===== src/pkg/spe_map.vh =====
// spe_map.vh: register offsets, field positions and reset values
// for the port internal error and time-out register block.
// included by bare name; holds definitions only.
`ifndef SPE_MAP_VH
`define SPE_MAP_VH
`define SPE_OFF_PAR_CTL 12'h4D4
`define SPE_OFF_ERR_STS 12'h4D8
`define SPE_OFF_ERR_CTL 12'h4DC
`define SPE_OFF_ERR_CNT 12'h4E0
`define SPE_OFF_TO_CTL 12'h4E4
`define SPE_OFF_TO_RCTL 12'h4E8
`define SPE_OFF_TO_CNT 12'h4EC
`define SPE_OFF_TO_STS 12'h4F0
`define SPE_OFF_IRQ_STS 12'h4F4
`define SPE_OFF_IRQ_MASK 12'h4F8
`define SPE_RST_ERR_CTL 3'h2
`define SPE_RST_TO_CTL 1'h1
`define SPE_RST_TO_RCTL 6'h02
`define SPE_SEV_NONE 2'h0
`define SPE_SEV_COR 2'h1
`define SPE_SEV_NONFATAL 2'h2
`define SPE_SEV_FATAL 2'h3
`define SPE_IRQ_PARITY 0
`define SPE_IRQ_P_TO 1
`define SPE_IRQ_NP_TO 2
`define SPE_IRQ_CPL_TO 3
`endif


===== src/logic/spe_sat_cnt.v =====
// spe_sat_cnt.v: saturating counter with clear-on-read.
// assumes inc and clr are one-cycle pulses in the ref_clk domain.
`timescale 1ns/1ns
module spe_sat_cnt #(
  parameter W = 8
) (
  input wire ref_clk, // core clock
  input wire rst, // synchronous reset, active high
  input wire inc, // count one event
  input wire clr, // read seen, clear to zero, or to one with inc
  output reg [W-1:0] count_q // current count
);
  // an event in the read cycle is kept as one, so nothing is lost
  always @(posedge ref_clk) begin
    if (rst) begin
      count_q <= {W{1'b0}};
    end else if (clr) begin
      count_q <= {{(W-1){1'b0}}, inc};
    end else if (inc && !(&count_q)) begin
      count_q <= count_q + {{(W-1){1'b0}}, 1'b1};
    end
  end
endmodule // spe_sat_cnt


===== src/logic/spe_msg_arb.v =====
// spe_msg_arb.v: queues pending error message requests by source, each tagged with its severity,
// and hands one message at a time to the upstream port.
// assumes the port answers msg_valid with a one-cycle msg_ack.
`timescale 1ns/1ns
module spe_msg_arb (
  input wire ref_clk, // core clock
  input wire rst, // synchronous reset, active high
  input wire [3:0] req_sev, // per-source request pulse, one bit per source
  input wire [7:0] req_code, // two-bit severity per source
  input wire msg_ack, // port took the message
  output reg msg_valid_q, // message request pending
  output reg [1:0] msg_sev_q // 1 cor, 2 nonfatal, 3 fatal
);
  reg [3:0] pend_q;
  reg [7:0] code_q;
  reg [1:0] sel;
  reg found;
  integer i;
  // own index for the clocked loop, so the two processes share no variable
  integer j;
  // lowest source index wins; each source holds one pending message
  always @* begin
    sel = 2'h0;
    found = 1'b0;
    for (i = 3; i >= 0; i = i - 1) begin
      if (pend_q[i]) begin
        sel = i[1:0];
        found = 1'b1;
      end
    end
  end
  always @(posedge ref_clk) begin
    if (rst) begin
      pend_q <= 4'h0;
      code_q <= 8'h00;
      msg_valid_q <= 1'b0;
      msg_sev_q <= 2'h0;
    end else begin
      if (msg_valid_q && msg_ack) begin
        msg_valid_q <= 1'b0;
      end else if (!msg_valid_q && found) begin
        msg_valid_q <= 1'b1;
        msg_sev_q <= code_q[sel*2 +: 2];
        pend_q[sel] <= 1'b0;
      end
      for (j = 0; j < 4; j = j + 1) begin
        if (req_sev[j]) begin
          pend_q[j] <= 1'b1;
          code_q[j*2 +: 2] <= req_code[j*2 +: 2];
        end
      end
    end
  end
endmodule // spe_msg_arb


===== src/logic/spe_regs.v =====
// spe_regs.v: per-port internal error and switch time-out registers.
// assumes an APB master in the ref_clk domain and event pulses from
// the parity checker and ingress queues, all synchronous to ref_clk.
//
// Function
// - parity error sets flag; write one clears
// - parity report field picks message, reset nonfatal
// - parity report only on flag rising edge
// - parity irq enable plus port enable sends interrupt
// - eight-bit parity counter saturates at 0xFF
// - reading parity counter returns value then clears
// - timeout enable gates stale TLP discard
// - posted timeout report field, reset nonfatal
// - nonposted timeout report field, reset none
// - completion timeout report field, reset none
// - timeout report only on status rising edge
// - saturating clear-on-read discard counters 8/8/9
// - parity check disable blocks flag and count
`timescale 1ns/1ns
`include "spe_map.vh"
module spe_regs (
  input wire ref_clk, // core clock, 125 MHz
  input wire rst, // synchronous reset, active high
  input wire [11:0] paddr, // apb byte address
  input wire psel, // apb select
  input wire penable, // apb access phase
  input wire pwrite, // apb direction
  input wire [31:0] pwdata, // apb write data
  output reg [31:0] prdata, // apb read data
  output reg pready, // apb ready
  output reg pslverr, // apb error, unmapped address
  input wire parity_err, // end-to-end parity error pulse
  input wire p_stale, // posted head TLP past time-out limit
  input wire np_stale, // nonposted head TLP past limit
  input wire cpl_stale, // completion head TLP past limit
  input wire port_irq_en, // upstream interrupt or msi enabled
  input wire msg_ack, // upstream port took a message
  input wire int_ack, // upstream port took the interrupt tlp
  output reg p_discard, // discard posted head TLP
  output reg np_discard, // discard nonposted head TLP
  output reg cpl_discard, // discard completion head TLP
  output reg msg_valid, // error message request
  output reg [1:0] msg_sev, // message severity code
  output reg int_req, // interrupt or msi tlp request
  output reg irq // level interrupt to local software
);
  reg par_chk_dis_q;
  reg err_flag_q;
  reg [2:0] err_ctl_q;
  reg to_en_q;
  reg [5:0] to_rctl_q;
  reg [2:0] to_sts_q;
  reg [3:0] irq_sts_q;
  reg [3:0] irq_mask_q;
  reg [31:0] rdata_d;
  reg hit;
  reg [3:0] req_vec;
  reg [7:0] req_code;
  wire wr_en;
  wire rd_en;
  wire par_hit;
  wire [2:0] disc;
  wire [2:0] to_rise;
  wire [7:0] par_cnt;
  wire [7:0] p_cnt;
  wire [7:0] np_cnt;
  wire [8:0] cpl_cnt;
  wire arb_valid;
  wire [1:0] arb_sev;
  wire cnt_rd;
  wire to_cnt_rd;

  // access takes effect in the first access-phase cycle; pready rises one cycle later
  assign wr_en = psel && penable && pwrite && !pready;
  assign rd_en = psel && penable && !pwrite && !pready;
  assign cnt_rd = rd_en && (paddr == `SPE_OFF_ERR_CNT);
  assign to_cnt_rd = rd_en && (paddr == `SPE_OFF_TO_CNT);

  // checking is skipped entirely while disabled
  assign par_hit = parity_err && !par_chk_dis_q;
  // a stale TLP is only dropped while time-outs are enabled
  assign disc = {cpl_stale, np_stale, p_stale} & {3{to_en_q}};
  assign to_rise = disc & ~to_sts_q;

  // apb slave: one wait state per access, pslverr on unmapped address
  always @(posedge ref_clk) begin
    if (rst) begin
      pready <= 1'b0;
      pslverr <= 1'b0;
      prdata <= 32'h00000000;
    end else begin
      pready <= psel && penable && !pready;
      pslverr <= psel && penable && !pready && !hit;
      if (rd_en) begin
        prdata <= rdata_d;
      end
    end
  end

  // read mux; reserved bits read as zero
  always @* begin
    rdata_d = 32'h00000000;
    hit = 1'b1;
    case (paddr)
      `SPE_OFF_PAR_CTL: rdata_d = {31'h0, par_chk_dis_q};
      `SPE_OFF_ERR_STS: rdata_d = {31'h0, err_flag_q};
      `SPE_OFF_ERR_CTL: rdata_d = {29'h0, err_ctl_q};
      `SPE_OFF_ERR_CNT: rdata_d = {24'h0, par_cnt};
      `SPE_OFF_TO_CTL: rdata_d = {31'h0, to_en_q};
      `SPE_OFF_TO_RCTL: rdata_d = {26'h0, to_rctl_q};
      `SPE_OFF_TO_CNT: rdata_d = {7'h0, cpl_cnt, np_cnt, p_cnt};
      `SPE_OFF_TO_STS: rdata_d = {29'h0, to_sts_q};
      `SPE_OFF_IRQ_STS: rdata_d = {28'h0, irq_sts_q};
      `SPE_OFF_IRQ_MASK: rdata_d = {28'h0, irq_mask_q};
      default: hit = 1'b0;
    endcase
  end

  // control registers
  always @(posedge ref_clk) begin
    if (rst) begin
      par_chk_dis_q <= 1'b0;
      err_ctl_q <= `SPE_RST_ERR_CTL;
      to_en_q <= `SPE_RST_TO_CTL;
      to_rctl_q <= `SPE_RST_TO_RCTL;
      irq_mask_q <= 4'h0;
    end else if (wr_en) begin
      case (paddr)
        `SPE_OFF_PAR_CTL: par_chk_dis_q <= pwdata[0];
        `SPE_OFF_ERR_CTL: err_ctl_q <= pwdata[2:0];
        `SPE_OFF_TO_CTL: to_en_q <= pwdata[0];
        `SPE_OFF_TO_RCTL: to_rctl_q <= pwdata[5:0];
        `SPE_OFF_IRQ_MASK: irq_mask_q <= pwdata[3:0];
        default: to_en_q <= to_en_q;
      endcase
    end
  end

  // sticky status: a new event beats a write-one clear in the same cycle
  always @(posedge ref_clk) begin
    if (rst) begin
      err_flag_q <= 1'b0;
      to_sts_q <= 3'h0;
      irq_sts_q <= 4'h0;
    end else begin
      if (par_hit) begin
        err_flag_q <= 1'b1;
      end else if (wr_en && paddr == `SPE_OFF_ERR_STS && pwdata[0]) begin
        err_flag_q <= 1'b0;
      end
      if (wr_en && paddr == `SPE_OFF_TO_STS) begin
        to_sts_q <= (to_sts_q & ~pwdata[2:0]) | disc;
      end else begin
        to_sts_q <= to_sts_q | disc;
      end
      if (wr_en && paddr == `SPE_OFF_IRQ_STS) begin
        irq_sts_q <= (irq_sts_q & ~pwdata[3:0]) | {to_rise, par_hit};
      end else begin
        irq_sts_q <= irq_sts_q | {to_rise, par_hit};
      end
    end
  end

  // message requests fire on the zero-to-one edge of each status bit only
  always @* begin
    req_vec[`SPE_IRQ_PARITY] = par_hit && !err_flag_q &&
      (err_ctl_q[1:0] != `SPE_SEV_NONE);
    req_vec[`SPE_IRQ_P_TO] = to_rise[0] && (to_rctl_q[1:0] != `SPE_SEV_NONE);
    req_vec[`SPE_IRQ_NP_TO] = to_rise[1] && (to_rctl_q[3:2] != `SPE_SEV_NONE);
    req_vec[`SPE_IRQ_CPL_TO] = to_rise[2] && (to_rctl_q[5:4] != `SPE_SEV_NONE);
    req_code = {to_rctl_q, err_ctl_q[1:0]};
  end

  spe_msg_arb u_arb (
    .ref_clk(ref_clk),
    .rst(rst),
    .req_sev(req_vec),
    .req_code(req_code),
    .msg_ack(msg_ack),
    .msg_valid_q(arb_valid),
    .msg_sev_q(arb_sev)
  );

  spe_sat_cnt #(.W(8)) u_par_cnt (
    .ref_clk(ref_clk),
    .rst(rst),
    .inc(par_hit),
    .clr(cnt_rd),
    .count_q(par_cnt)
  );

  spe_sat_cnt #(.W(8)) u_p_cnt (
    .ref_clk(ref_clk),
    .rst(rst),
    .inc(disc[0]),
    .clr(to_cnt_rd),
    .count_q(p_cnt)
  );

  spe_sat_cnt #(.W(8)) u_np_cnt (
    .ref_clk(ref_clk),
    .rst(rst),
    .inc(disc[1]),
    .clr(to_cnt_rd),
    .count_q(np_cnt)
  );

  spe_sat_cnt #(.W(9)) u_cpl_cnt (
    .ref_clk(ref_clk),
    .rst(rst),
    .inc(disc[2]),
    .clr(to_cnt_rd),
    .count_q(cpl_cnt)
  );

  // outputs registered; message ack is passed to the arbiter directly
  always @(posedge ref_clk) begin
    if (rst) begin
      p_discard <= 1'b0;
      np_discard <= 1'b0;
      cpl_discard <= 1'b0;
      msg_valid <= 1'b0;
      msg_sev <= 2'h0;
      int_req <= 1'b0;
      irq <= 1'b0;
    end else begin
      p_discard <= disc[0];
      np_discard <= disc[1];
      cpl_discard <= disc[2];
      msg_valid <= arb_valid && !(msg_valid && msg_ack);
      msg_sev <= arb_sev;
      // interrupt tlp held until the port accepts it
      if (par_hit && err_ctl_q[2] && port_irq_en) begin
        int_req <= 1'b1;
      end else if (int_ack) begin
        int_req <= 1'b0;
      end
      irq <= |(irq_sts_q & irq_mask_q);
    end
  end
endmodule // spe_regs


===== config.mk =====
export PLATFORM = sky130hd
export DESIGN_NAME = spe_regs
export DESIGN_NICKNAME = d
export VERILOG_FILES = /design/src/logic/spe_sat_cnt.v /design/src/logic/spe_msg_arb.v /design/src/logic/spe_regs.v
export VERILOG_INCLUDE_DIRS = /design/src /design/src/pkg
export SDC_FILE = /design/constraint.sdc
export NUM_CORES = 1
export LEC_CHECK = 0
export CAP_MARGIN = 20
export CORE_MARGIN = 5
export CORE_UTILIZATION = 36
export DETAILED_ROUTE_END_ITERATION = 8
export DONT_BUFFER_PORTS = 1
export GPL_TIMING_DRIVEN = 0
export SLEW_MARGIN = 20
export SYNTH_ARGS = -nofsm -noshare
export SYNTH_HDL_FRONTEND = slang
export SYNTH_SLANG_ARGS = --single-unit

===== constraint.sdc =====
create_clock -name ref_clk -period 2.1 [get_ports ref_clk]
set_clock_uncertainty 0.2 [all_clocks]
set_input_delay 0.42 -clock ref_clk [delete_from_list [all_inputs] [get_ports ref_clk]]
set_output_delay 0.42 -clock ref_clk [all_outputs]
set_load 0.05 [all_outputs]

-- Yosys cells after proc, flatten, opt, wreduce, memory -nomap -nowiden
Index checks and enable logic that the tools add are counted.
- bits of input ports: 56
- logic and storage cells: 178
- register bits after elaboration: 113
- output and inout bits: 42
- add/subtract/negate cells: 4
- shift operators: 1
- order comparisons: 2
- mux-type cells: 32
- bitwise logic cells: 15
- eq/ne operators: 14
- reduce and logical (&&, ||, !) cells: 74
- operator list (operator ; number):
    one-hot mux 25 bit (10 select lines) ; 1
    == test 12 x 11 -> 1 bit (second input constant) ; 10
    logical AND 1 bit ; 30
    nonzero test 2 bit ; 14
    adder 8 x 1 -> 8 bit (second input constant) ; 3
    AND reduction 8 bit ; 3
    2-to-1 mux 1 bit ; 22
    AND reduction 2 bit ; 10
    bitwise AND 4 bit ; 3
    2-to-1 mux 4 bit ; 3
    logical NOT 1 bit ; 11
    OR reduction 10 bit ; 1
    adder 9 x 1 -> 9 bit (second input constant) ; 1
    bitwise AND 3 bit ; 3
    AND reduction 9 bit ; 1
    2-to-1 mux 2 bit ; 4
    inequality test 2 bit (second input constant) ; 4
    NOT 4 bit ; 2
    OR 4 bit ; 2
    indexed part select 8 x 4 -> 2 bit ; 1
    NOT 3 bit ; 2
    OR 3 bit ; 2
    OR reduction 2 bit ; 3
    OR reduction 4 bit ; 1
    other kinds (5) ; 5

-- Logic depth before layout (Yosys ltp)
Gate-level depths: netlist of the first run.
- depth after elaboration: 13
- gate-level depth with buffers: 10
- mapped depth without buffers: 9

-- Cells and area by module
A second synthesis of the first run with hierarchy kept.
- cells, all modules: 596
- area, all modules: 5208.7 um2
- by module, submodules not included (module ; seq. area each (um2) ; cells each ; area an instance (um2) ; times used):
    spe_regs ; 1161.1 ; 329 ; 2835.2 ; 1
    spe_sat_cnt (u_np_cnt ...) ; 160.2 ; 50 ; 430.4 ; 3
    spe_msg_arb ; 300.3 ; 67 ; 641.9 ; 1
    spe_sat_cnt (u_cpl_cnt) ; 180.2 ; 50 ; 440.4 ; 1

-- Least setup slack after synthesis of the first run
OpenSTA, ideal clock, no wires.
- path type: input -> register
- start: input paddr[9]
- end: register irq_mask_q[3]
- library setup time: 0.128 ns
- path buffers: 0
- setup slack: -0.186 ns
- required time: 1.772 ns
- arrival time: 1.959 ns
- stages on the path: 5
- path through: or4b_4 -> nor4_4 -> nand4_1 -> mux2i_1 -> nor2_1
- word-level cells in the longest chain between the ends: 2
- RTL lines (item ; line ; source):
    start, declared ; spe_regs.v:24 ; input wire [11:0] paddr,
    == test 12 x 11 -> 1 bit ; spe_regs.v:128 ; case (paddr)
    AND reduction 2 bit (no source line) ; - ;
    end signal, assigned ; spe_regs.v:133 ; `SPE_OFF_IRQ_MASK: irq_mask_q <= pwdata[3:0];
    end, declared ; spe_regs.v:54 ; reg [3:0] irq_mask_q;
No other way between the ends.
A chain may end at the register's enable or synchronous reset.

-- Final worst setup path of the first run
- start: register pready
- end: register u_cpl_cnt.count_q[0]
- word-level cells in the longest chain between the ends: 4
- elaborated cells on any way between the ends: 5
- classes of those cells: 1 x mux; 4 x reduce/logical
- RTL lines (item ; line ; source):
    start, declared ; spe_regs.v:30 ; output reg pready,
    start signal, assigned ; spe_regs.v:92 ; pready <= psel && penable && !pready;
    logical NOT 1 bit (*) ; spe_regs.v:75 ; assign rd_en = psel && penable && !pwrite && !pready;
    logical AND 1 bit (*) ; spe_regs.v:75 ;
    logical AND 1 bit (*) ; spe_regs.v:77 ; assign to_cnt_rd = rd_en && (paddr == `SPE_OFF_TO_CNT);
    2-to-1 mux 1 bit or nonzero test 2 bit (tied branches) ; - ;
    end signal, assigned ; spe_sat_cnt.v:16 ; count_q <= {W{1'b0}};
    end signal, assigned ; spe_sat_cnt.v:18 ; count_q <= {{(W-1){1'b0}}, inc};
    end signal, assigned ; spe_sat_cnt.v:20 ; count_q <= count_q + {{(W-1){1'b0}}, 1'b1};
    end, declared ; spe_sat_cnt.v:11 ; output reg [W-1:0] count_q
Every way passes the cells marked *; elsewhere a longest branch is shown, timed or not.

==> metrics.txt, run 1 <==
outcome=complete, no violations; 1st-pass router iterations=5; GRT Total Usage=0.170; Post-synth EDFFs=0; Seq pwr share=0.485; Hold Slack=approximately 0.016 ns; leakage=2.01 nW; drt total wl=between 10 and 15 mm; Layout fillers=1299; initial antenna violation count=0; commonest non-fill, non-tap cells in the layout=dfxtp_1 (101), nand2_1 (84), nor2_1 (74), a21oi_1 (52), mux2i_1 (19); Net count, final=around 650; Syn Inst Count=approximately 570; via count=4190; power per cell area=between 700 and 800 mW/mm^2; final cycle utilization of the critical path=0.958; Crit Path Max Fanout=9; Seq cells post-synth=106; DR WL/cell=roughly 17 um; fin crit period=between 2 and 2.5 ns; crit path to=u_cpl_cnt.count_q[0]; worst hold path startpoint=pwdata[0]; Area after DPL=0.00498 sq mm; share of post-route cells with drive strength above 1=0.106; routability congestion estimate=roughly 0.93; clock-pin slew on the worst setup and hold paths=about 0.070 ns; gr ovfl total=0; Req. time, crit path=around 2.2 ns; io pins=98; CORE AREA=between 0.01 and 0.015 sq mm; Die Area=0.0155 sq mm; CTS tree=done; FF-to-FF path depth=6; first-pass GRT wire length=between 20 and 25 mm; Switching Share=0.240; Max-Cap Viols=0; Synth async-reset ratio=0; CTS Buf Count=9; Relative slew margins=0.513; worst vdd ir=roughly 370 uV; Synth Cell Area=around 0.0047 sq mm; hold crit path type=in2reg; CP Capture Type=flip-flop; Final setup viols=0; # diodes=0; reg2reg setup slack=approximately 0.088 ns; worst slew pin tran=between 0.7 and 0.8 ns; Worst Setup Start Kind=flip-flop; Achievable Freq=497 MHz; vias per cell=around 5.4; DRT iter0 DRCs=slightly above 400; Yosys top cell area share=0.448; clock tree buffer depth=2; Syn. warnings=0; Critical Path AT=around 2.1 ns; count of cell types in the netlist=56; die extent in x=roughly 120 um; TNS Setup=0 ns; CTS root buffer=clkbuf_16; clk_lat worst skew=0.35 ns; RR Startpoint=pready; Synth area leaders=dfxtp_1 (45%), nand2_1 (6.7%), nor2_1 (5.9%); Starting Density=0.362; clock sinks=106; CP startpoint=pready; Core Rows=42; die height=125 um; Util after Layout=0.421; Int Power=about 0.0033 W; Primary FF master, synth=dfxtp_1; area grow syn2layout=16.2%; Slew Viols, Final=0; switching power of the nets=roughly 0.0011 W; Reg-to-Reg End=u_cpl_cnt.count_q[0]; sequential area share after synthesis=0.448; Yosys top cell by area=dfxtp_1; CTS H-tree lvls=3; drc violations=0; power share of the combinational group=0.074; Avg Cell Area, Syn=roughly 8.4 sq um; I/O Buffers=0; clock share of power=0.441; final instance area=between 0.005 and 0.006 sq mm; largest net degree at the start of global routing=18; Post-DRT Antenna Nets=0; Fin. Hold Viols=0; commonest non-fill, non-tap cell in the layout=dfxtp_1; HPWL after DPL=slightly below 10 mm; Crit Path Category=reg2reg; vias in the first global route=4051
## cell usage after synthesis, drive strengths merged, types with 5 or more instances
cell type  number
ha              5
xor2           14
buf            15
mux2i          19
xnor2          12
a22oi           9
nand4          16
o21ai          17
nor3            8
nor2           75
nor2b           6
dfxtp         106
nand2          84
inv            13
a21oi          52
nand3          19
clkbuf         21
## sequential cells by signal (all words and copies together), names as in the netlist, 3 cells and up
register	cells
err_ctl_q	3
irq_mask_q	4
irq_sts_q	4
prdata	25
to_rctl_q	6
to_sts_q	3
u_arb.code_q	8
u_arb.pend_q	4
u_cpl_cnt.count_q	9
u_np_cnt.count_q	8
u_p_cnt.count_q	8
u_par_cnt.count_q	8
## worst max-delay path, cell delays in order (launching register included)
cell,delay [ns]
dfxtp_2,0.51
nand4bb_4,0.22
nor4_4,0.05
and2_1,0.17
clkbuf_4,0.18
or3b_2,0.48
a21oi_1,0.13
## layer usage
| metal | part of all wire | up-vias | global-route usage |
|---|---|---|---|
| met1 | 0.43 | 1990 | 0.210 |
| met5 | 0 | - | 0 |
| li1 | - | 2028 | - |
| met4 | 0.034 | 0 | 0.0890 |
| met2 | 0.47 | 144 | 0.270 |
| met3 | 0.066 | 28 | 0.0485 |
## power by group through the flow
stage	clock network, W	registers, W	logic, W
after detailed placement	0	0.00217	0.000298
after floorplan	0	0.00216	0.000231
after global placement	0	0.00217	0.000295
after CTS	0.00197	0.00213	0.000316
after global routing	0.00205	0.00213	0.000355
final	0.00194	0.00213	0.000324
## cell type report
type                    count  area (sq um)  share of cell area
inverters                  13          48.8             0.00887
repair buffers             12           104              0.0189
plain buffers              32           180              0.0327
clock buffers              10           229              0.0416
well taps                 176           220              0.0400
clock inverters             6           114              0.0207
multi-input cells         418          2480               0.450
flip-flops and latches    106          2130               0.387
## repair_timing
item	CTS	global route
gates cloned	0	0
resized for setup	12	15
buffers inserted	6	2
endpoints found under the setup margin	74	67
hold buffers	4	0
pin swaps	3	4
hold endpoints to repair	4	0
## metrics by stage
step / std cells / power, W / setup slack, ns
floorplan: 573 / 0.00239 / -0.182
global placement: 749 / 0.00247 / -0.569
detailed placement: 749 / 0.00247 / -0.552
CTS: 773 / 0.00442 / 0.00326
global route: 773 / 0.00454 / -0.00375
finish: 773 / 0.00439 / 0.0881
## worst min-delay path by stage
| stage | end | slack (ns) | cells after the start |
|---|---|---|---|
| 2_1_floorplan | u_arb.code_q[6] | 0.23 | 2 |
| 3_3_place_gp | u_arb.code_q[0] | 0.24 | 2 |
| 3_5_place_dp | msg_sev[0] | 0.25 | 1 |
| 4_1_cts | par_chk_dis_q | 0.005 | 2 |
| 5_1_grt | irq_mask_q[2] | 0.008 | 2 |
| 6_report | par_chk_dis_q | 0.02 | 2 |
## cell families (layout without fill, tap and decap cells)
logic type                 Yosys count  after routing  synth area share
AOI/OAI and AO/OA                  120            120             0.158
xor gates and xnor gates            26             26            0.0481
adders and majority gates            5              5            0.0132
buffers and inverters               49             73            0.0481
DFF                                106            106             0.448
muxes                               20             20            0.0425
other                                1              7          0.000792
and+or+nand+nor                    240            240             0.241
Note: power is estimated with default switching activity, not from simulation.
==> run 2, diff against run 1 <==
CORE_ASPECT_RATIO = 0.5   (was default)
==> metrics.txt, run 2 (same netlist as run 1, synthesis figures left out) <==
outcome=complete, no violations; # diodes=0 (unchanged); Reg-to-Reg End=u_cpl_cnt.count_q[0]; HPWL after DPL=9.44 mm (-2.8%); largest net degree at the start of global routing=19 (+1); GRT Total Usage=0.167 (-0.00335); worst slew pin tran=0.713 ns (-0.0184 ns); 1st-pass router iterations=4 (-1); first-pass GRT wire length=21.0 mm (-0.84%); multi-input logic area=0.00248 sq mm (+0.20%); Worst Setup Start Kind=flip-flop; CORE AREA=0.0128 sq mm (-2.4%); Setup WS post-layout=0.0165 ns (-0.0715 ns); RR Startpoint=u_cpl_cnt.count_q[0]; clock tree buffer depth=2 (unchanged); Largest regs=prdata x25, u_cpl_cnt.count_q x9; overall power=0.00418 W (-4.8%); Req. time, crit path=2.17 ns (about the same); leakage=1.99 nW (-1.0%); TNS Setup=0 ns (unchanged); slowest cell delay on critical path=0.44 ns (-0.07 ns); Starting Density=0.371 (+0.00886); share of post-route cells with drive strength above 1=0.111 (+0.00521); vias in the first global route=3892 (-3.9%); CTS tree=done; drt total wl=12.9 mm (-4.5%); Max-Cap Viols=0 (unchanged); crit path cell chain=ha_4 -> nand3_1 -> nor2_2 -> ha_2 -> and3b_2 -> or3b_2 -> a21oi_1; gr ovfl total=0 (unchanged); drc violations=0 (unchanged); via count=4036 (-3.7%); Layout fillers=1309 (+0.77%); commonest non-fill, non-tap cell in the layout=dfxtp_1; Relative slew margins=0.525 (+0.0123); Critical Path AT=2.15 ns (+0.06 ns); Crit Path Max Fanout=5 (-4); hold path depth=2 (unchanged); CTS root buffer=clkbuf_16; Post-DRT Antenna Nets=0 (unchanged); area grow syn2layout=15.0%; reg2reg setup slack=0.02 ns (-0.07 ns); Core Rows=29 (-31%); FF-to-FF path depth=7 (+1); power per cell area=768 mW/mm^2 (-3.7%); clock-pin slew on the worst setup and hold paths=0.07 ns (about the same); RSZ-0062 raised after global routing=yes; hold crit path type=in2reg; Net count, final=652 (-0.15%); CTS Buf Count=9 (unchanged); routability congestion estimate=0.887 (-4.5%); DR WL/cell=16.8 um (-3.6%); crit path max-delay cell type=or3b_2; fin crit period=2.08 ns (+0.0715 ns); clk_lat worst skew=0.34 ns (about the same); Slew Viols, Final=0 (unchanged); die height=91.1 um (-27%); Die Area=0.0157 sq mm (+0.89%); Achievable Freq=480 MHz (-3.4%); die extent in x=172 um (+38%); DRT iter0 DRCs=239 (-41%); worst hold path startpoint=pwdata[0]; Final setup viols=0 (unchanged); number of flip-flops under the largest register name=25 (unchanged); Reg area=0.00213 sq mm (about the same); CP Capture Type=flip-flop; vias per cell=5.27 (-2.8%); CTS H-tree lvls=3 (unchanged); clock sinks=106 (unchanged); commonest non-fill, non-tap cells in the layout=dfxtp_1 (100), nand2_1 (84), nor2_1 (74), a21oi_1 (52); Place WS=-0.559 ns (-0.00727 ns); final cycle utilization of the critical path=0.992 (+0.0341); worst vdd ir=390 uV (+6.7%); initial antenna violation count=0 (unchanged); I/O Buffers=0 (unchanged); io pins=98 (unchanged); Fin. Hold Viols=0 (unchanged); endpoint of the worst hold path=err_ctl_q[0]; Crit Path Category=reg2reg; Top reg by flops=prdata
==> run 2: what timing repair did <==
action,in CTS,in global routing
hold buffers,3,0
buffers inserted,6,2
gates resized for setup,11,14
endpoints found under the setup margin,72,59
endpoints found under the hold margin,3,0
pin swaps,3,3
==> run 2: final cells by class <==
type                            instances  area share
Sequential cell                       106       0.392
Clock inverter                          6      0.0131
Buffer                                 32      0.0310
Clock buffer                           10      0.0439
Timing Repair Buffer                   11      0.0165
Inverter                               13     0.00896
Multi-Input combinational cell        418       0.456
Tap cell                              170      0.0391
==> run 2: layer usage <==
metal,vias up,share of wire,GRT usage
li1,2012,-,-
met1,1902,0.46,0.225
met2,109,0.46,0.268
met3,13,0.059,0.0434
met4,0,0.012,0.0425
met5,-,0,0
==> run 2: worst max path at each step <==
stage	start	to	slack [ns]
3_5_place_dp	paddr[2]	irq_mask_q[0]	-0.56
3_3_place_gp	paddr[2]	irq_mask_q[1]	-0.57
4_1_cts	u_cpl_cnt.count_q[4]	u_cpl_cnt.count_q[0]	0.003
6_report	u_cpl_cnt.count_q[0]	u_cpl_cnt.count_q[0]	0.02
2_1_floorplan	paddr[9]	irq_mask_q[3]	-0.18
5_1_grt	u_cpl_cnt.count_q[4]	u_cpl_cnt.count_q[0]	-0.07
==> run 2: report_power, final <==
part	leakage, nW	total [W]	internal (W)	switching [W]
Clock	0.146	0.00174	0.000968	0.000769
Combinational	0.981	0.000316	0.000110	0.000206
Sequential	0.864	0.00213	0.00205	0.0000770
==> run 2: worst max-delay path: cells and delay by family (launching register included) <==
| family | cells | cell delay, ns |
|---|---|---|
| flip-flops | 1 | 0.39 |
| AO/OA/AOI/OAI | 1 | 0.13 |
| adder cells (fa/ha/maj) | 2 | 0.39 |
| AND/OR/NAND/NOR | 4 | 0.89 |
==> run 2: stage by stage <==
| stage | cell area (sq um) | utilization | std cells | hold slack, ns |
|---|---|---|---|---|
| final | 5440 | 0.426 | 766 | 0.0238 |
| after global routing | 5440 | 0.426 | 766 | 0.0269 |
| after CTS | 5400 | 0.423 | 766 | 0.0150 |
| after detailed placement | 4970 | 0.389 | 743 | 0.249 |
| after global placement | 4970 | 0.389 | 743 | 0.248 |
| after floorplan | 4760 | - | 573 | 0.232 |
